`src/logic/fau_pkg.sv`:
```
// Constants shared by the float absolute value unit
package fau_pkg;
   localparam int unsigned DATA_W  = 32;
   localparam int unsigned FLAG_W  = 7;
   localparam int unsigned OPC_W   = 8;
   localparam int unsigned LATENCY = 3;
   // Operation codes, 115 and 116
   localparam logic [7:0]  OPC_ABS   = 8'h73;
   localparam logic [7:0]  OPC_FLAGS = 8'h74;
   // Exception flag bit positions
   localparam int unsigned FLG_INX = 1;
   localparam int unsigned FLG_UNF = 2;
   localparam int unsigned FLG_OVF = 3;
   localparam int unsigned FLG_INVALID       = 4;
   localparam int unsigned FLG_INPUT_FLUSHED = 5;
   localparam int unsigned FLG_OFZ = 6;
   // Float fields
   localparam logic [7:0]  EXP_MAX = 8'hFF;
   localparam logic [31:0] QNAN    = 32'hFFFF_FFFF;
   // Register byte offsets
   localparam logic [7:0]  OFS_STATUS = 8'h00;
   localparam logic [7:0]  OFS_MASK   = 8'h04;
   localparam logic [7:0]  OFS_CTRL   = 8'h08;
   localparam int unsigned CTRL_EN    = 0;
   localparam logic [6:0]  RST_STATUS = 7'h00;
   localparam logic [6:0]  RST_MASK   = 7'h00;
   localparam logic        RST_EN     = 1'b1;
   localparam logic [2:0]  HSIZE_WORD = 3'h2;
endpackage : fau_pkg

```
`src/logic/fau_lane_if.sv`:
```
// Issue, commit and writeback signals of one issue lane
`timescale 1ns/100ps
interface fau_lane_if #(parameter int DEST_W = 7);
   logic                          iss_valid;
   logic [fau_pkg::OPC_W-1:0]     iss_opcode;
   logic                          iss_guard;
   logic [fau_pkg::DATA_W-1:0]    iss_src;
   logic [DEST_W-1:0]             iss_dest;
   logic                          cm_valid;
   logic [fau_pkg::FLAG_W-1:0]    cm_flags;
   logic                          wb_valid;
   logic                          wb_kind;
   logic [DEST_W-1:0]             wb_dest;
   logic [fau_pkg::DATA_W-1:0]    wb_data;
   modport pipe (input iss_valid, iss_opcode, iss_guard, iss_src,
                 iss_dest, output cm_valid, cm_flags, wb_valid,
                 wb_kind, wb_dest, wb_data);
   modport host (output iss_valid, iss_opcode, iss_guard, iss_src,
                 iss_dest, input cm_valid, cm_flags, wb_valid,
                 wb_kind, wb_dest, wb_data);
endinterface : fau_lane_if

```
`src/logic/fau_abs_unit.sv`:
```
// Float absolute value unit with status word and AHB-Lite registers
`timescale 1ns/100ps
// Function
// [RULE_01] Absolute value written to destination when guarded
// [RULE_02] Operands and results are IEEE single floats
// [RULE_03] Denormal source flushed to zero, flag set
// [RULE_04] Raised exceptions set matching status flags
// [RULE_05] Status flags sticky, cleared only by write
// [RULE_06] Flags update with destination write cycle
// [RULE_07] Concurrent flag updates OR with current value
// [RULE_08] Guard bit zero blocks result and flags
// [RULE_09] Absolute value decoded from code 115
// [RULE_10] Flag query returns abs exceptions as vector
// [RULE_11] Query vector matches status flag layout
// [RULE_12] Flag query never alters status flags
// [RULE_13] Denormal query source sets flushed bit
// [RULE_14] Query writes only when guard bit set
// [RULE_15] Flag query decoded from code 116
// [RULE_16] Result after three cycles, slots 1 and 4
// [RULE_17] Signalling NaN quietened with invalid flag
module fau_abs_unit #(
   parameter int DEST_W = 7,
   parameter int LANES  = 2
) (
   input  wire logic                                mclk,
   input  wire logic                                reset_n,
   input  wire logic                                hsel,
   input  wire logic [31:0]                         haddr,
   input  wire logic [1:0]                          htrans,
   input  wire logic                                hwrite,
   input  wire logic [2:0]                          hsize,
   input  wire logic [31:0]                         hwdata,
   input  wire logic                                hready,
   output logic                                     hreadyout,
   output logic                                     hresp,
   output logic [31:0]                              hrdata,
   input  wire logic [LANES-1:0]                    iss_valid,
   input  wire logic [LANES-1:0][fau_pkg::OPC_W-1:0] iss_opcode,
   input  wire logic [LANES-1:0]                    iss_guard,
   input  wire logic [LANES-1:0][31:0]              iss_src,
   input  wire logic [LANES-1:0][DEST_W-1:0]        iss_dest,
   output logic [LANES-1:0]                         wb_valid,
   output logic [LANES-1:0]                         wb_kind,
   output logic [LANES-1:0][DEST_W-1:0]             wb_dest,
   output logic [LANES-1:0][31:0]                   wb_data,
   input  wire logic [fau_pkg::FLAG_W-1:0]          ext_flag_set,
   output logic [fau_pkg::FLAG_W-1:0]               processor_status_word,
   output logic                                     irq
);
   localparam int FW = fau_pkg::FLAG_W;

   logic [FW-1:0]     status_reg;
   logic [FW-1:0]     status_next;
   logic [FW-1:0]     mask_reg;
   logic              en_reg;
   logic              wr_pend_reg;
   logic [7:0]        wr_addr_reg;
   logic [31:0]       rdata_reg;
   logic              irq_reg;
   logic              addr_ok;
   logic [FW-1:0]     lane_set;
   logic [FW-1:0]     clr;
   logic [LANES-1:0]  cm_valid;
   logic [FW-1:0]     cm_flags [LANES];

   // Issue lanes: index 0 is slot 1, index 1 is slot 4
   generate
      for (genvar g = 0; g < LANES; g++) begin : g_lane
         fau_lane_if #(.DEST_W(DEST_W)) ln ();
         assign ln.iss_valid  = iss_valid[g] & en_reg;
         assign ln.iss_opcode = iss_opcode[g];
         assign ln.iss_guard  = iss_guard[g];
         assign ln.iss_src    = iss_src[g];
         assign ln.iss_dest   = iss_dest[g];
         assign cm_valid[g]   = ln.cm_valid;
         assign cm_flags[g]   = ln.cm_flags;
         assign wb_valid[g]   = ln.wb_valid;
         assign wb_kind[g]    = ln.wb_kind;
         assign wb_dest[g]    = ln.wb_dest;
         assign wb_data[g]    = ln.wb_data;
         fau_abs_pipe #(.DEST_W(DEST_W)) u_pipe (
            .mclk    (mclk),
            .reset_n (reset_n),
            .ln      (ln.pipe)
         );
      end
   endgenerate

   // Merge every flag source of this cycle
   always_comb begin
      lane_set = ext_flag_set;                             // [RULE_07]
      for (int i = 0; i < LANES; i++) begin
         if (cm_valid[i])                                  // [RULE_12]
            lane_set = lane_set | cm_flags[i];             // [RULE_04]
      end
   end

   assign clr = (wr_pend_reg && wr_addr_reg == fau_pkg::OFS_STATUS)
                ? hwdata[FW-1:0] : '0;
   // Set wins over a clear in the same cycle
   assign status_next = (status_reg & ~clr) | lane_set;    // [RULE_05]

   always_ff @(posedge mclk or negedge reset_n) begin
      if (!reset_n)
         status_reg <= fau_pkg::RST_STATUS;
      else
         status_reg <= status_next;                        // [RULE_06]
   end

   // AHB-Lite address phase
   assign addr_ok = hsel & hready & htrans[1]
                    & (hsize == fau_pkg::HSIZE_WORD);

   always_ff @(posedge mclk or negedge reset_n) begin
      if (!reset_n) begin
         wr_pend_reg <= 1'b0;
         wr_addr_reg <= '0;
      end else begin
         wr_pend_reg <= addr_ok & hwrite;
         wr_addr_reg <= haddr[7:0];
      end
   end

   always_ff @(posedge mclk or negedge reset_n) begin
      if (!reset_n) begin
         mask_reg <= fau_pkg::RST_MASK;
         en_reg   <= fau_pkg::RST_EN;
      end else if (wr_pend_reg) begin
         if (wr_addr_reg == fau_pkg::OFS_MASK)
            mask_reg <= hwdata[FW-1:0];
         if (wr_addr_reg == fau_pkg::OFS_CTRL)
            en_reg <= hwdata[fau_pkg::CTRL_EN];
      end
   end

   always_ff @(posedge mclk or negedge reset_n) begin
      if (!reset_n) begin
         rdata_reg <= '0;
      end else if (addr_ok && !hwrite) begin
         case (haddr[7:0])
            fau_pkg::OFS_STATUS: rdata_reg <= {25'h0, status_reg};
            fau_pkg::OFS_MASK:   rdata_reg <= {25'h0, mask_reg};
            fau_pkg::OFS_CTRL:   rdata_reg <= {31'h0, en_reg};
            default:             rdata_reg <= 32'h0000_0000;
         endcase
      end
   end

   always_ff @(posedge mclk or negedge reset_n) begin
      if (!reset_n)
         irq_reg <= 1'b0;
      else
         irq_reg <= |(status_next & mask_reg);
   end

   assign hreadyout             = 1'b1;
   assign hresp                 = 1'b0;
   assign hrdata                = rdata_reg;
   assign processor_status_word = status_reg;
   assign irq                   = irq_reg;

   // Checks on lane 0 and on the status word
   a_result_latency: // [RULE_16]
   assert property (@(posedge mclk) disable iff (!reset_n)
      iss_valid[0] && en_reg && iss_guard[0]
      && iss_opcode[0] == fau_pkg::OPC_ABS |-> ##3 wb_valid[0]
      && !wb_kind[0])
      else $error("abs result not after three cycles");

   a_guard_blocks: // [RULE_08]
   assert property (@(posedge mclk) disable iff (!reset_n)
      !(iss_valid[0] && iss_guard[0]) |-> ##3 !wb_valid[0])
      else $error("write without true guard");

   a_abs_magnitude: // [RULE_01]
   assert property (@(posedge mclk) disable iff (!reset_n)
      wb_valid[0] && !wb_kind[0] && wb_data[0][30:23] != 8'hFF
      |-> !wb_data[0][31])
      else $error("abs result negative");

   a_flush_zero: // [RULE_03]
   assert property (@(posedge mclk) disable iff (!reset_n)
      iss_valid[0] && en_reg && iss_guard[0]
      && iss_opcode[0] == fau_pkg::OPC_ABS
      && iss_src[0][30:23] == 8'h00 && iss_src[0][22:0] != 23'h0
      |-> ##3 wb_data[0] == 32'h0000_0000
      && processor_status_word[fau_pkg::FLG_INPUT_FLUSHED])
      else $error("denormal not flushed");

   a_query_vector: // [RULE_13]
   assert property (@(posedge mclk) disable iff (!reset_n)
      iss_valid[0] && en_reg && iss_guard[0]
      && iss_opcode[0] == fau_pkg::OPC_FLAGS
      && iss_src[0][30:23] == 8'h00 && iss_src[0][22:0] != 23'h0
      |-> ##3 wb_kind[0] && wb_data[0] == 32'h0000_0020)
      else $error("query lacks flushed bit");

   a_flags_sticky: // [RULE_05]
   assert property (@(posedge mclk) disable iff (!reset_n)
      !wr_pend_reg |=> (processor_status_word
      & $past(processor_status_word)) == $past(processor_status_word))
      else $error("sticky flag lost");

   a_query_quiet: // [RULE_12]
   assert property (@(posedge mclk) disable iff (!reset_n)
      cm_valid == '0 && ext_flag_set == '0 && !wr_pend_reg
      |=> $stable(processor_status_word))
      else $error("status changed without cause");

   a_or_merge: // [RULE_07]
   assert property (@(posedge mclk) disable iff (!reset_n)
      1'b1 |=> (processor_status_word & $past(ext_flag_set))
      == $past(ext_flag_set))
      else $error("concurrent flag dropped");

   a_flags_with_dest: // [RULE_06]
   assert property (@(posedge mclk) disable iff (!reset_n)
      wb_valid[0] && !wb_kind[0] && wb_data[0] == fau_pkg::QNAN
      && $past(iss_src[0], 3) != fau_pkg::QNAN
      |-> processor_status_word[fau_pkg::FLG_INVALID])
      else $error("invalid flag not with result");
endmodule : fau_abs_unit

```
`src/logic/fau_abs_pipe.sv`:
```
// Three-stage absolute value and flag query pipeline for one lane
`timescale 1ns/100ps
module fau_abs_pipe #(
   parameter int DEST_W = 7
) (
   input wire logic mclk,
   input wire logic reset_n,
   fau_lane_if.pipe ln
);
   localparam int DW = fau_pkg::DATA_W;
   localparam int FW = fau_pkg::FLAG_W;

   // Returns {flags, result} of the absolute value
   function automatic logic [FW+DW-1:0] fau_abs(input logic [DW-1:0] x);
      logic [FW-1:0] f;
      logic [DW-1:0] r;
      f = '0;
      r = {1'b0, x[30:0]};                                 // [RULE_01]
      if (x[30:23] == 8'h00 && x[22:0] != 23'h0) begin       // [RULE_02]
         r = '0;                                           // [RULE_03]
         f[fau_pkg::FLG_INPUT_FLUSHED] = 1'b1;             // [RULE_13]
      end else if (x[30:23] == fau_pkg::EXP_MAX && x[22:0] != 23'h0) begin
         r = fau_pkg::QNAN;                                // [RULE_17]
         f[fau_pkg::FLG_INVALID] = ~x[22];                 // [RULE_17]
         if (x[22])
            r = x;
      end
      return {f, r};
   endfunction : fau_abs

   logic [2:0]          v_reg;
   logic [2:0]          kind_reg;
   logic [DEST_W-1:0]   dest_reg [3];
   logic [DW-1:0]       data_reg [3];
   logic [FW-1:0]       flags_reg [3];
   logic                is_abs;
   logic                is_qry;
   logic [FW+DW-1:0]    calc;

   assign is_abs = ln.iss_opcode == fau_pkg::OPC_ABS;      // [RULE_09]
   assign is_qry = ln.iss_opcode == fau_pkg::OPC_FLAGS;    // [RULE_15]
   assign calc   = fau_abs(ln.iss_src);

   always_ff @(posedge mclk or negedge reset_n) begin
      if (!reset_n) begin
         v_reg    <= '0;
         kind_reg <= '0;
      end else begin
         v_reg[0]    <= ln.iss_valid & ln.iss_guard           // [RULE_08]
                        & (is_abs | is_qry);                  // [RULE_14]
         kind_reg[0] <= is_qry;
         v_reg[2:1]    <= v_reg[1:0];                         // [RULE_16]
         kind_reg[2:1] <= kind_reg[1:0];
      end
   end

   always_ff @(posedge mclk or negedge reset_n) begin
      if (!reset_n) begin
         for (int i = 0; i < 3; i++) begin
            dest_reg[i]  <= '0;
            data_reg[i]  <= '0;
            flags_reg[i] <= '0;
         end
      end else begin
         dest_reg[0]  <= ln.iss_dest;
         data_reg[0]  <= calc[DW-1:0];
         flags_reg[0] <= calc[FW+DW-1:DW];
         for (int i = 1; i < 3; i++) begin
            dest_reg[i]  <= dest_reg[i-1];
            data_reg[i]  <= data_reg[i-1];
            flags_reg[i] <= flags_reg[i-1];
         end
      end
   end

   // Status update is taken at the edge that publishes the result
   assign ln.cm_valid = v_reg[1] & ~kind_reg[1];           // [RULE_06]
   assign ln.cm_flags = flags_reg[1];
   assign ln.wb_valid = v_reg[2];
   assign ln.wb_kind  = kind_reg[2];
   assign ln.wb_dest  = dest_reg[2];
   assign ln.wb_data  = kind_reg[2]                        // [RULE_10]
                        ? {{(DW-FW){1'b0}}, flags_reg[2]}  // [RULE_11]
                        : data_reg[2];
endmodule : fau_abs_pipe

```
`config.mk`:
```
export PLATFORM = sky130hd
export DESIGN_NAME = fau_abs_unit
export DESIGN_NICKNAME = d
export VERILOG_FILES = /design/src/logic/fau_pkg.sv /design/src/logic/fau_lane_if.sv /design/src/logic/fau_abs_unit.sv /design/src/logic/fau_abs_pipe.sv
export SDC_FILE = /design/constraint.sdc
export NUM_CORES = 1
export LEC_CHECK = 0
export BUFFER_PORTS_ARGS = -buffer_cell sky130_fd_sc_hd__clkbuf_2
export CELL_PAD_IN_SITES_DETAIL_PLACEMENT = 1
export CELL_PAD_IN_SITES_GLOBAL_PLACEMENT = 1
export CORE_MARGIN = 10
export CORE_UTILIZATION = 26
export DETAILED_ROUTE_END_ITERATION = 7
export PLACE_DENSITY = 0.63
export SKIP_CTS_REPAIR_TIMING = 1
export SLEW_MARGIN = 20
export SYNTH_ARGS = -nofsm -noshare
export SYNTH_HDL_FRONTEND = slang
export SYNTH_SLANG_ARGS = --single-unit
```
`constraint.sdc`:
```
create_clock -name mclk -period 2.15 [get_ports mclk]
set_input_delay 0.5375 -clock mclk [delete_from_list [all_inputs] [get_ports mclk]]
set_output_delay 0.5375 -clock mclk [all_outputs]
set_load 0.02 [all_outputs]
```
==> impl_metrics.sql, run 1 <==
INSERT INTO impl_metrics (metric_group, metric, value, unit) VALUES
('route', 'avgRoutedWirePerCell', '17.41', 'um'),
('setup_path', 'critPathLaunchType', 'flop', ''),
('cells_and_area', 'final_nets', '1081', ''),
('cells_and_area', 'largest_register_ffs', '192', ''),
('global_route', 'global_route_wire_length_before_repair', '37190', 'um'),
('sta', 'hold_violations', '0', ''),
('route', 'dr_total_vias', '5507', ''),
('clock_tree', 'clock_sink_count', '290', ''),
('floorplanning', 'core.rowCount', '69', ''),
('setup_path', 'crit_required', '1.61', 'ns'),
('logic_synthesis', 'yosys-top-cells-area', 'sky130_fd_sc_hd__dfrtp_1, sky130_fd_sc_hd__nand2_1, sky130_fd_sc_hd__nor2b_1', ''),
('floorplanning', 'die_width', '210.1', 'um'),
('route', 'final_antenna_net_count', '0', ''),
('power_and_ir_drop', 'power-per-cell-area', '982.0', 'mW/mm^2'),
('setup_path', 'worst_r2r_path_cells', '5', ''),
('logic_synthesis', 'synth_top_family_by_area', 'simple AND/OR/NAND/NOR gates', ''),
('logic_synthesis', 'synth_area', '0.009400', 'mm^2'),
('logic_synthesis', 'synth.area.mux_share', '2.183', '%'),
('sta', 'timing_worst_slew_pin_value', '0.5333', 'ns'),
('route', 'remaining_drc_errors', '0', ''),
('logic_synthesis', 'synthSimpleGateAreaFrac', '12.47', '%'),
('route', 'viasPerCell', '3.970', ''),
('sta', 'clock.fmax', '0.4757', 'GHz'),
('sta', 'grt_setup_unrepaired', 'yes', ''),
('setup_path', 'worst-setup-path-type', 'flop to output port', ''),
('global_route', 'grt_start_max_net_pins', '68', ''),
('cells_and_area', 'layout_area_growth_over_synthesis', '31.15', '%'),
('logic_synthesis', 'post-synth-top-area-fraction', '76.93', '%'),
('hold_path', 'worstHoldPathCells', '1', ''),
('global_route', 'grt_antenna_before_repair', '1', ''),
('floorplanning', 'die_area', '0.04416', 'mm^2'),
('sta', 'setup-tns-final', '0', 'ns'),
('setup_path', 'r2r-start', 'wr_addr_reg[4]', ''),
('clock_tree', 'root_buffer_cell', 'sky130_fd_sc_hd__clkbuf_16', ''),
('job', 'maxCapViolCount', '0', ''),
('global_route', 'grt_usage', '10.75', '%'),
('route', 'drt_iter0_drc', '255', ''),
('logic_synthesis', 'yosys.area_share.adder', '0', '%'),
('clock_tree', 'cts-buffers-inserted', '31', ''),
('route', 'detail_route.first_pass.iterations', '4', ''),
('clock_tree', 'cts_tree', 'done', ''),
('global_route', 'via_count_of_the_first_global_routing_pass', '6317', ''),
('floorplanning', 'die_y', '210.1', 'um'),
('sta', 'final.min_clock_period', '2.102', 'ns'),
('logic_synthesis', 'synth_compound_gate_area_share', '2.529', '%'),
('hold_path', 'beginning_of_the_worst_hold_path', 'iss_dest[7]', ''),
('logic_synthesis', 'syn-instance-count', '661', ''),
('logic_synthesis', 'synth.yosys.seq_area_share', '77.21', '%'),
('logic_synthesis', 'avgSynthCellArea', '14.22', 'um^2'),
('setup_path', 'setup.worst_path.end_class', 'output port', ''),
('floorplanning', 'initial_utilization', '26.36', '%'),
('cells_and_area', 'number_of_antenna_diodes', '0', ''),
('clock_tree', 'clock_latency', '0.57', 'ns'),
('cells_and_area', 'fill_cells', '3837', ''),
('clock_tree', 'clk_path_buf_depth', '3', ''),
('setup_path', 'ff2ff_setup_slack', '0.25', 'ns'),
('floorplanning', 'fp.coreArea', '0.03566', 'mm^2'),
('status', 'outcome', 'finished, final reports clean', ''),
('placement', 'globalplace.congestion', '0.7784', ''),
('logic_synthesis', 'yosys.cell_types.count', '44', ''),
('logic_synthesis', 'synthArstFlopShare', '100.0', '%'),
('sta', 'timing.final.setup_violations', '0', ''),
('setup_path', 'critical_path.reg2reg.endpoint', 'irq', ''),
('logic_synthesis', 'yosys.area_share.xor_xnor', '0', '%'),
('logic_synthesis', 'synth.largest_area_cell', 'sky130_fd_sc_hd__dfrtp_1', ''),
('sta', 'period_utilisation_layout', '97.77', '%'),
('setup_path', 'arrival', '1.56', 'ns'),
('sta', 'slew_headroom', '64.12', '%'),
('clock_tree', 'cts.clk_slew.worst_paths', '0.07', 'ns'),
('hold_path', 'hold_path_end', 'g_lane[1].u_pipe.dest_reg[14]', ''),
('logic_synthesis', 'synth_enable_flop_cells', '0', '');
==> synthesized netlist by cell type (2+ instances only) <==
cell and count:
sky130_fd_sc_hd__a21o_1 2, sky130_fd_sc_hd__a21oi_1 4, sky130_fd_sc_hd__a221o_1 2, sky130_fd_sc_hd__buf_2 7
sky130_fd_sc_hd__buf_4 47, sky130_fd_sc_hd__clkbuf_1 23, sky130_fd_sc_hd__conb_1 2, sky130_fd_sc_hd__dfrtp_1 289
sky130_fd_sc_hd__inv_1 12, sky130_fd_sc_hd__mux2_2 12, sky130_fd_sc_hd__mux2i_1 7, sky130_fd_sc_hd__nand2_1 107
sky130_fd_sc_hd__nand2b_1 4, sky130_fd_sc_hd__nand3b_1 4, sky130_fd_sc_hd__nand4_1 10, sky130_fd_sc_hd__nor2_1 9
sky130_fd_sc_hd__nor2b_1 62, sky130_fd_sc_hd__nor3_1 2, sky130_fd_sc_hd__nor4_1 17, sky130_fd_sc_hd__nor4bb_1 2
sky130_fd_sc_hd__o21ai_0 5, sky130_fd_sc_hd__o21ai_1 6, sky130_fd_sc_hd__o221ai_1 3, sky130_fd_sc_hd__o22a_1 3
==> power by group <==
part           switching, W  internal [W]
logic              0.000440      0.000257
clock network       0.00222       0.00343
registers         0.0000627       0.00569
==> metrics by stage <==
step | total power, W | util, % | worst slack [ns] | area [um^2] | std cells
floorplan | 0.006160 | - | 0.4212 | 9494 | 686
global placement | 0.006527 | 31.10 | 0.06222 | 11090 | 1329
detailed placement | 0.006549 | 31.10 | 0.01153 | 11090 | 1329
CTS | 0.01231 | 34.20 | -0.1737 | 12190 | 1386
global route | 0.01268 | 34.58 | -0.02361 | 12330 | 1387
finish | 0.01211 | 34.58 | 0.04796 | 12330 | 1387
==> cell usage in the layout (no fill, tap or decap), drive strengths merged, types with 2 or more instances in the layout <==
cell | netlist | layout
dfrtp | 289 | 289
clkbuf | 23 | 231
nor2 | 9 | 9
o21ai | 11 | 11
and3 | 2 | 2
nor4bb | 2 | 2
buf | 54 | 65
nand2b | 4 | 4
clkinv | 0 | 7
o22a | 3 | 3
mux2 | 12 | 12
bufinv | 0 | 5
o221ai | 3 | 3
conb | 2 | 27
mux2i | 7 | 7
nor3 | 3 | 3
nor2b | 62 | 62
a21oi | 4 | 4
clkinvlp | 0 | 2
nand3b | 4 | 4
a21o | 2 | 2
inv | 12 | 18
nand2 | 107 | 107
nor4 | 17 | 17
nand4 | 10 | 10
a221o | 2 | 2
==> how the worst max path moves through the flow <==
stage / start / to / slack [ns] / cells past startpoint
finish: g_lane[1].u_pipe.kind_reg[2] / wb_data[37] / 0.05 / 2
floorplan: hsize[0] / hrdata[1] / 0.42 / 6
global route: g_lane[1].u_pipe.kind_reg[2] / wb_data[37] / -0.02 / 2
CTS: g_lane[1].u_pipe.kind_reg[2] / wb_data[54] / -0.17 / 3
global placement: iss_src[1] / g_lane[0].u_pipe.data_reg[80] / 0.06 / 9
detailed placement: iss_src[1] / g_lane[0].u_pipe.data_reg[84] / 0.01 / 9
==> area by class of cell <==
| type | count | area [um^2] | share of cell area (%) |
|---|---|---|---|
| tap | 461 | 576.8 | 4.679 |
| timing repair buffer | 260 | 1582 | 12.83 |
| clock buffer | 37 | 848.3 | 6.881 |
| inverter | 12 | 45.04 | 0.3654 |
| sequential | 290 | 7261 | 58.90 |
| multi-input combinational | 307 | 1759 | 14.27 |
| clock inverter | 20 | 256.5 | 2.081 |
==> per-layer routing <==
layer  global-route usage (%)  part of all wire (%)  up-vias
li1                         -                     -     2538
met1                    12.43                    40     2804
met2                    19.20                    53      128
met3                    2.359                   5.2       37
met4                    3.772                   2.4        0
met5                        0                     0        -
==> logic make-up (layout without fill, tap and decap cells) <==
logic type / count (synthesis) / after routing
other: 2 / 27
AOI/OAI and AO/OA: 34 / 34
DFF: 290 / 290
and+or+nand+nor: 227 / 227
muxes: 19 / 19
buffers and inverters: 89 / 329
==> worst max-delay path, stage by stage (launching register included) <==
cell                       delay, ns
sky130_fd_sc_hd__dfrtp_2        0.43
sky130_fd_sc_hd__mux2_2         0.40
sky130_fd_sc_hd__clkbuf_2       0.17
No activity file was read; power rests on OpenSTA's default activity.
==> run 2: changes to the inputs <==
--- a/config.mk
+++ b/config.mk
@@ -16,4 +16,5 @@
 export SLEW_MARGIN = 20
 export SYNTH_ARGS = -nofsm -noshare
 export SYNTH_HDL_FRONTEND = slang
+export SYNTH_HIERARCHICAL = 1
 export SYNTH_SLANG_ARGS = --single-unit
==> run 2 against run 1 <==
Effect of this change: the flow now finishes with violations (negative setup slack); critical path depth up 1; first-iteration DRC count down 39%; combinational power about the same; maximum frequency down 4.5%; hold slack better by 0.021 ns; clock power down 4.4%; critical path type unchanged; largest cell class unchanged.
==> impl_metrics.sql, run 2 <==
INSERT INTO impl_metrics (metric_group, metric, value, unit) VALUES
('status', 'outcome', 'finished, violations left', ''),
('status', 'violations', 'negative setup slack', ''),
('logic_synthesis', 'yosys-top-cells-area', 'sky130_fd_sc_hd__dfrtp_1, sky130_fd_sc_hd__buf_4, sky130_fd_sc_hd__nor2b_1', ''),
('route', 'avgRoutedWirePerCell', '17.52', 'um'),
('clock_tree', 'cts.clk_slew.worst_paths', '0.06', 'ns'),
('job', 'maxCapViolCount', '0', ''),
('global_route', 'grt_usage', '10.33', '%'),
('floorplanning', 'core.rowCount', '70', ''),
('global_route', 'global_route_wire_length_before_repair', '36320', 'um'),
('hold_path', 'hold_path_end', 'g_lane[0].u_pipe/dest_reg[19]', ''),
('route', 'viasPerCell', '4.018', ''),
('sta', 'timing.final.ws_setup', '-0.05015', 'ns'),
('sta', 'timing.final.setup_violations', '3', ''),
('logic_synthesis', 'synth_area', '0.009613', 'mm^2'),
('sta', 'clock.fmax', '0.4545', 'GHz'),
('setup_path', 'worst_r2r_path_cells', '5', ''),
('logic_synthesis', 'yosys_warnings', '6', ''),
('cells_and_area', 'fin_area', '0.01227', 'mm^2'),
('sta', 'clock-skew-final', '0.01493', 'ns'),
('cells_and_area', 'final_cell_mix', 'sky130_fd_sc_hd__dfrtp_1, sky130_fd_sc_hd__clkbuf_2, sky130_fd_sc_hd__nor2b_1', ''),
('setup_path', 'arrival', '1.66', 'ns'),
('sta', 'hold_violations', '0', ''),
('route', 'drt_iter0_drc', '155', ''),
('logic_synthesis', 'syn-instance-count', '633', ''),
('global_route', 'via_count_of_the_first_global_routing_pass', '6285', ''),
('logic_synthesis', 'ys_seq_elements', '290', ''),
('placement', 'dpl-instance-area', '0.01114', 'mm^2'),
('hold_path', 'worstHoldPathCells', '1', ''),
('setup_path', 'ff2ff_setup_slack', '0.21', 'ns'),
('route', 'wirelength', '23740', 'um'),
('setup_path', 'r2r-start', 'wr_addr_reg[3]', ''),
('logic_synthesis', 'post-synth-top-area-fraction', '75.23', '%'),
('route', 'detail_route.first_pass.iterations', '4', ''),
('global_route', 'grt_start_max_net_pins', '57', ''),
('cells_and_area', 'largest_register_ffs', '192', ''),
('setup_path', 'critical_path.slowest_cell', 'sky130_fd_sc_hd__dfrtp_2', ''),
('logic_synthesis', 'ys_flop_type', 'sky130_fd_sc_hd__dfrtp_1', ''),
('floorplanning', 'die_width', '212.3', 'um'),
('cells_and_area', 'layout_area_growth_over_synthesis', '27.67', '%'),
('sta', 'report.final.slew_viol_count', '0', ''),
('floorplanning', 'die_area', '0.04506', 'mm^2'),
('setup_path', 'setup.worst_path.end_class', 'output port', ''),
('sta', 'period_utilisation_layout', '102.3', '%'),
('setup_path', 'slowest_delay', '0.43', 'ns'),
('sta', 'slew_headroom', '66.57', '%'),
('logic_synthesis', 'synth_enable_flop_cells', '0', ''),
('clock_tree', 'cts_tree', 'done', ''),
('setup_path', 'critPathLaunchType', 'flop', ''),
('route', 'remaining_drc_errors', '0', ''),
('logic_synthesis', 'synth.yosys.seq_area_share', '75.50', '%'),
('cells_and_area', 'final-instance-count-excl-fill', '1355', ''),
('setup_path', 'worstPathBufferInverterCount', '2', ''),
('logic_synthesis', 'post_synth_most_frequent_cells', 'sky130_fd_sc_hd__dfrtp_1, sky130_fd_sc_hd__nor2b_1, sky130_fd_sc_hd__buf_4', ''),
('floorplanning', 'initial_utilization', '26.32', '%'),
('logic_synthesis', 'synth.largest_area_cell', 'sky130_fd_sc_hd__dfrtp_1', ''),
('sta', 'grt_setup_unrepaired', 'yes', ''),
('logic_synthesis', 'avgSynthCellArea', '15.19', 'um^2'),
('placement', 'placed_cells_incl_taps', '1296', ''),
('global_route', 'grt_antenna_before_repair', '2', ''),
('logic_synthesis', 'synthMostInstantiatedCell', 'sky130_fd_sc_hd__dfrtp_1', ''),
('hold_path', 'beginning_of_the_worst_hold_path', 'iss_dest[5]', ''),
('setup_path', 'worst-setup-path-type', 'flop to output port', ''),
('hold_path', 'hold_path_class', 'input port to flop', ''),
('cells_and_area', 'most_common_cell_after_layout_fill_and_taps_aside', 'sky130_fd_sc_hd__dfrtp_1', ''),
('clock_tree', 'cts-buffers-inserted', '31', ''),
('placement', 'port-buffer-count', '225', ''),
('floorplanning', 'ioPinCount', '303', ''),
('cells_and_area', 'share_of_layout_cells_above_drive_strength_1', '38.04', '%'),
('logic_synthesis', 'yosys.cell_types.count', '46', ''),
('clock_tree', 'root_buffer_cell', 'sky130_fd_sc_hd__clkbuf_16', ''),
('placement', 'globalplace.congestion', '0.7963', ''),
('setup_path', 'crit_fanout', '17', ''),
('logic_synthesis', 'synthArstFlopShare', '100.0', '%'),
('power_and_ir_drop', 'power-per-cell-area', '967.4', 'mW/mm^2'),
('global_route', 'grt_remaining_overflow', '0', ''),
('sta', 'timing_worst_slew_pin_value', '0.5014', 'ns'),
('power_and_ir_drop', 'vdd_ir_drop_max', '591.8', 'uV'),
('floorplanning', 'die_y', '212.3', 'um'),
('clock_tree', 'clock_sink_count', '290', ''),
('setup_path', 'critical_path.reg2reg.endpoint', 'irq', ''),
('setup_path', 'worstPathCellList', 'buf_12 -> mux2_2 -> buf_2', ''),
('route', 'dr_total_vias', '5445', ''),
('floorplanning', 'fp.coreArea', '0.03652', 'mm^2'),
('sta', 'final.min_clock_period', '2.200', 'ns'),
('clock_tree', 'clk_path_buf_depth', '3', ''),
('setup_path', 'cp_top_family', 'flip-flops', ''),
('power_and_ir_drop', 'power.static_leakage', '5.847', 'nW'),
('placement', 'dp_hpwl', '17680', 'um'),
('route', 'final_antenna_net_count', '0', ''),
('sta', 'setup-tns-final', '-0.09861', 'ns'),
('cells_and_area', 'final_nets', '1042', ''),
('setup_path', 'crit_required', '1.61', 'ns'),
('clock_tree', 'cts.htree.levels', '1', ''),
('clock_tree', 'clock_latency', '0.55', 'ns');
## run 2: cell types whose count changed in the layout (fill, tap and decap cells not counted), moves of 6 or more
cell,previous run,this run
sky130_fd_sc_hd__a221o_1,2,8
sky130_fd_sc_hd__o21ai_0,5,11
sky130_fd_sc_hd__nand2_1,107,14
sky130_fd_sc_hd__buf_4,48,30
sky130_fd_sc_hd__nor2b_1,49,61
sky130_fd_sc_hd__conb_1,27,37
sky130_fd_sc_hd__inv_1,12,6
sky130_fd_sc_hd__nor4_1,17,10
sky130_fd_sc_hd__nor2b_2,11,1
sky130_fd_sc_hd__o21ai_1,6,0
sky130_fd_sc_hd__clkbuf_2,193,210
sky130_fd_sc_hd__o21a_1,0,45
## run 2: cell families after synthesis
logic type,count (synthesis),synth area share (%)
AOI/OAI and AO/OA,83,6.638
and+or+nand+nor,139,8.799
muxes,19,2.135
other,4,0.1561
buffers and inverters,98,6.768
DFF,290,75.50
## run 2: final cells by class
| type | count | area (um^2) |
|---|---|---|
| tap | 468 | 585.6 |
| sequential | 290 | 7259 |
| fill | 3899 | 24250 |
| clock inverter | 18 | 200.2 |
| antenna | 1 | 2.502 |
| inverter | 7 | 26.28 |
| clock buffer | 38 | 862.1 |
| timing repair buffer | 255 | 1506 |
| multi-input combinational | 278 | 1831 |
## run 2: worst reg2reg max path, cell delays in order, from the launching register on
cell and delay (ns):
sky130_fd_sc_hd__dfrtp_1 0.41, sky130_fd_sc_hd__nor4b_4 0.48, sky130_fd_sc_hd__nand4_1 0.15, sky130_fd_sc_hd__a21o_1 0.21
sky130_fd_sc_hd__a221o_1 0.37, sky130_fd_sc_hd__nand4b_1 0.19
## run 2: how the worst max path moves through the flow
stage                                            start                             to  slack, ns  depth (start not counted)
final                     g_lane[0].u_pipe/kind_reg[2]                     wb_data[4]      -0.05                          3
after global routing      g_lane[0].u_pipe/kind_reg[2]                     wb_data[5]      -0.12                          3
after CTS                 g_lane[0].u_pipe/kind_reg[2]                     wb_data[4]      -0.11                          3
after global placement                     iss_src[32]  g_lane[1].u_pipe/data_reg[70]       0.11                          7
after floorplan                               hsize[0]                      hrdata[1]       0.38                          6
after detailed placement                   iss_src[11]  g_lane[0].u_pipe/data_reg[80]       0.11                          7
## run 2: report_power, final
| group | total, W | switching (W) | internal, W |
|---|---|---|---|
| clock network | 0.00541 | 0.00218 | 0.00323 |
| registers | 0.00577 | 0.0000696 | 0.00570 |
| logic | 0.000697 | 0.000439 | 0.000258 |
| total | 0.0119 | 0.00269 | 0.00918 |
## run 2: through the flow
stage / setup slack (ns) / utilization [%] / power [W] / hold slack [ns]
after global placement: 0.1128 / 30.51 / 0.006546 / 0.3312
after floorplan: 0.3792 / - / 0.006202 / 0.2419
after CTS: -0.1082 / 33.42 / 0.01209 / -0.08263
after detailed placement: 0.1120 / 30.51 / 0.006572 / 0.3356
after global routing: -0.1186 / 33.60 / 0.01241 / 0.06113
final: -0.05015 / 33.60 / 0.01187 / 0.09793
## run 2: layer usage
| layer | wire length (um) | vias up | track usage [%] |
|---|---|---|---|
| met4 | 602 | 2 | 3.520 |
| met2 | 12680 | 129 | 19.08 |
| met3 | 1271 | 42 | 2.444 |
| met5 | 13 | - | 0 |
| met1 | 9166 | 2799 | 11.33 |
| li1 | - | 2473 | - |
==> run 3: changes to the inputs <==
--- a/config.mk
+++ b/config.mk
@@ -8,8 +8,10 @@
 export BUFFER_PORTS_ARGS = -buffer_cell sky130_fd_sc_hd__clkbuf_2
 export CELL_PAD_IN_SITES_DETAIL_PLACEMENT = 1
 export CELL_PAD_IN_SITES_GLOBAL_PLACEMENT = 1
+export CORE_ASPECT_RATIO = 0.7
 export CORE_MARGIN = 10
 export CORE_UTILIZATION = 26
+export CTS_CLUSTER_DIAMETER = 60
 export DETAILED_ROUTE_END_ITERATION = 7
 export PLACE_DENSITY = 0.63
 export SKIP_CTS_REPAIR_TIMING = 1
==> run 3 against run 2 <==
Effect of this change: count of clock-buffer cells in the layout increased by 5; clock skew decreased by 0.0050 ns; sequential share of layout area decreased by 0.95 points; maximum frequency increased by 2.9%; sequential power about the same; critical endpoint is now wb_data[48]; total power increased by 3.0%; the flow now finishes without violations; routed wire length increased by 5.1%; register-to-register slack improved by 0.14 ns.
==> impl_metrics.sql, run 3 (same netlist as run 2, synthesis figures left out) <==
INSERT INTO impl_metrics (metric_group, metric, value, unit) VALUES
('status', 'outcome', 'finished, final reports clean', ''),
('floorplanning', 'die_width', '249.8', 'um'),
('cells_and_area', 'final_nets', '1049', ''),
('cells_and_area', 'seq_area', '0.007261', 'mm^2'),
('route', 'dr_total_vias', '5459', ''),
('cells_and_area', 'final_cell_mix', 'sky130_fd_sc_hd__dfrtp_1, sky130_fd_sc_hd__clkbuf_2, sky130_fd_sc_hd__nor2b_1', ''),
('global_route', 'via_count_of_the_first_global_routing_pass', '6242', ''),
('route', 'remaining_drc_errors', '0', ''),
('sta', 'timing.hold.ws', '0.1290', 'ns'),
('floorplanning', 'die_area', '0.04519', 'mm^2'),
('sta', 'grt_setup_unrepaired', 'yes', ''),
('global_route', 'grt_antenna_before_repair', '2', ''),
('cells_and_area', 'most_common_cell_after_layout_fill_and_taps_aside', 'sky130_fd_sc_hd__dfrtp_1', ''),
('placement', 'dpl-instance-area', '0.01111', 'mm^2'),
('floorplanning', 'ioPinCount', '303', ''),
('route', 'viasPerCell', '3.976', ''),
('setup_path', 'crit_start', 'g_lane[1].u_pipe/kind_reg[2]', ''),
('sta', 'final.min_clock_period', '2.139', 'ns'),
('setup_path', 'crit_required', '1.61', 'ns'),
('clock_tree', 'clock_sink_count', '290', ''),
('power_and_ir_drop', 'power.static_leakage', '5.925', 'nW'),
('sta', 'hold_violations', '0', ''),
('clock_tree', 'cts-buffers-inserted', '35', ''),
('route', 'topRoutingLayerUsed', 'met4', ''),
('setup_path', 'setup.worst_path.end_class', 'output port', ''),
('sta', 'timing_worst_slew_pin_value', '0.5796', 'ns'),
('setup_path', 'critical_path.slowest_cell', 'sky130_fd_sc_hd__dfrtp_2', ''),
('sta', 'clock-skew-final', '0.009975', 'ns'),
('floorplanning', 'initial_utilization', '26.55', '%'),
('cells_and_area', 'number_of_antenna_diodes', '0', ''),
('placement', 'port-buffer-count', '225', ''),
('route', 'avgRoutedWirePerCell', '18.17', 'um'),
('job', 'maxCapViolCount', '0', ''),
('sta', 'slew_headroom', '61.28', '%'),
('route', 'met3RoutedLength', '1646', 'um'),
('global_route', 'global_route_wire_length_before_repair', '38050', 'um'),
('setup_path', 'cell_seen_most_often_among_critical_path_stages', 'sky130_fd_sc_hd__buf_4', ''),
('sta', 'timing.final.setup_violations', '0', ''),
('route', 'final_antenna_net_count', '0', ''),
('cells_and_area', 'fin_area', '0.01248', 'mm^2'),
('clock_tree', 'cts.htree.levels', '2', ''),
('power_and_ir_drop', 'vdd_ir_drop_max', '408.8', 'uV'),
('clock_tree', 'clock_latency', '0.51', 'ns'),
('cells_and_area', 'layout_area_growth_over_synthesis', '29.78', '%'),
('setup_path', 'crit_fanout', '8', ''),
('hold_path', 'beginning_of_the_worst_hold_path', 'iss_dest[10]', ''),
('global_route', 'grt_remaining_overflow', '0', ''),
('global_route', 'grt_start_max_net_pins', '69', ''),
('clock_tree', 'root_buffer_cell', 'sky130_fd_sc_hd__clkbuf_16', ''),
('route', 'drt_iter0_drc', '138', ''),
('placement', 'dp_hpwl', '18340', 'um'),
('setup_path', 'arrival', '1.60', 'ns'),
('placement', 'globalplace.congestion', '0.7180', ''),
('setup_path', 'worstPathBufferInverterCount', '3', ''),
('hold_path', 'hold_path_class', 'input port to flop', ''),
('cells_and_area', 'largest_register_ffs', '192', ''),
('floorplanning', 'die_y', '180.9', 'um'),
('floorplanning', 'core.rowCount', '58', ''),
('global_route', 'grt_usage', '10.74', '%'),
('route', 'detail_route.first_pass.iterations', '3', ''),
('route', 'met2_wirelength', '12100', 'um'),
('sta', 'setup-tns-final', '0', 'ns'),
('setup_path', 'critPathLaunchType', 'flop', ''),
('route', 'wirelength', '24950', 'um'),
('sta', 'clock.fmax', '0.4676', 'GHz'),
('setup_path', 'slowest_delay', '0.46', 'ns'),
('cells_and_area', 'share_of_layout_cells_above_drive_strength_1', '39.19', '%'),
('clock_tree', 'cts.clk_slew.worst_paths', '0.06', 'ns'),
('setup_path', 'r2r-start', 'wr_addr_reg[3]', ''),
('clock_tree', 'cts_tree', 'done', ''),
('setup_path', 'worstPathCellList', 'buf_12 -> buf_4 -> nor2b_1 -> buf_4', ''),
('sta', 'period_utilisation_layout', '99.47', '%'),
('setup_path', 'cp_top_family', 'buffers and inverters', ''),
('setup_path', 'worst-setup-path-type', 'flop to output port', ''),
('power_and_ir_drop', 'power-per-cell-area', '979.8', 'mW/mm^2'),
('route', 'wl_met1', '10870', 'um'),
('cells_and_area', 'fill_cells', '3870', ''),
('sta', 'report.final.slew_viol_count', '0', ''),
('clock_tree', 'clk_path_buf_depth', '3', ''),
('cells_and_area', 'multiInputGateArea', '0.001861', 'mm^2'),
('floorplanning', 'fp.coreArea', '0.03621', 'mm^2');
[run 3: power breakdown]
group | internal (W) | switching [W]
Clock | 0.00342 | 0.00233
Sequential | 0.00570 | 0.0000687
Combinational | 0.000272 | 0.000434
Total | 0.00939 | 0.00283
[run 3: worst register-to-register path, cell delays in order (launching register included)]
cell	delay [ns]
sky130_fd_sc_hd__dfrtp_1	0.40
sky130_fd_sc_hd__nor4b_4	0.39
sky130_fd_sc_hd__nand4_1	0.14
sky130_fd_sc_hd__a21o_1	0.21
sky130_fd_sc_hd__a221o_1	0.36
sky130_fd_sc_hd__nand4b_1	0.18
[run 3: cell type report]
type                    instances  area share, %
clock buffers                  43          7.592
clock inverters                17          1.484
inverters                       7         0.2106
multi-input cells             278          14.91
flip-flops and latches        290          58.20
well taps                     480          4.814
repair buffers                258          12.79
[run 3: final timing paths]
kind | end | slack (ns) | cells past startpoint
max | wb_data[48] | 0.01 | 4
min | g_lane[1].u_pipe/dest_reg[17] | 0.13 | 1
max reg2reg | irq | 0.35 | 5
min reg2reg | g_lane[1].u_pipe/ln.wb_dest[1] | 0.34 | 0
max in group asynchronous | g_lane[0].u_pipe/v_reg[0] | 0.93 | 3
min in group asynchronous | g_lane[0].u_pipe/ln.wb_dest[3] | 0.50 | 2
[run 3: metrics by stage]
stage	instances	setup WS (ns)	utilization (%)	total power, W
after global routing	1373	-0.04171	34.45	0.01283
after detailed placement	1307	-0.09142	30.69	0.006567
after floorplan	666	0.3792	-	0.006202
after global placement	1307	-0.08685	30.69	0.006544
final	1373	0.01136	34.45	0.01222
after CTS	1367	-0.2514	33.82	0.01243
[run 3: per-layer routing]
metal	vias up	global-route usage, %
met5	-	0
met4	0	2.588
met3	34	3.846
met2	148	17.58
met1	2787	13.26
li1	2490	-
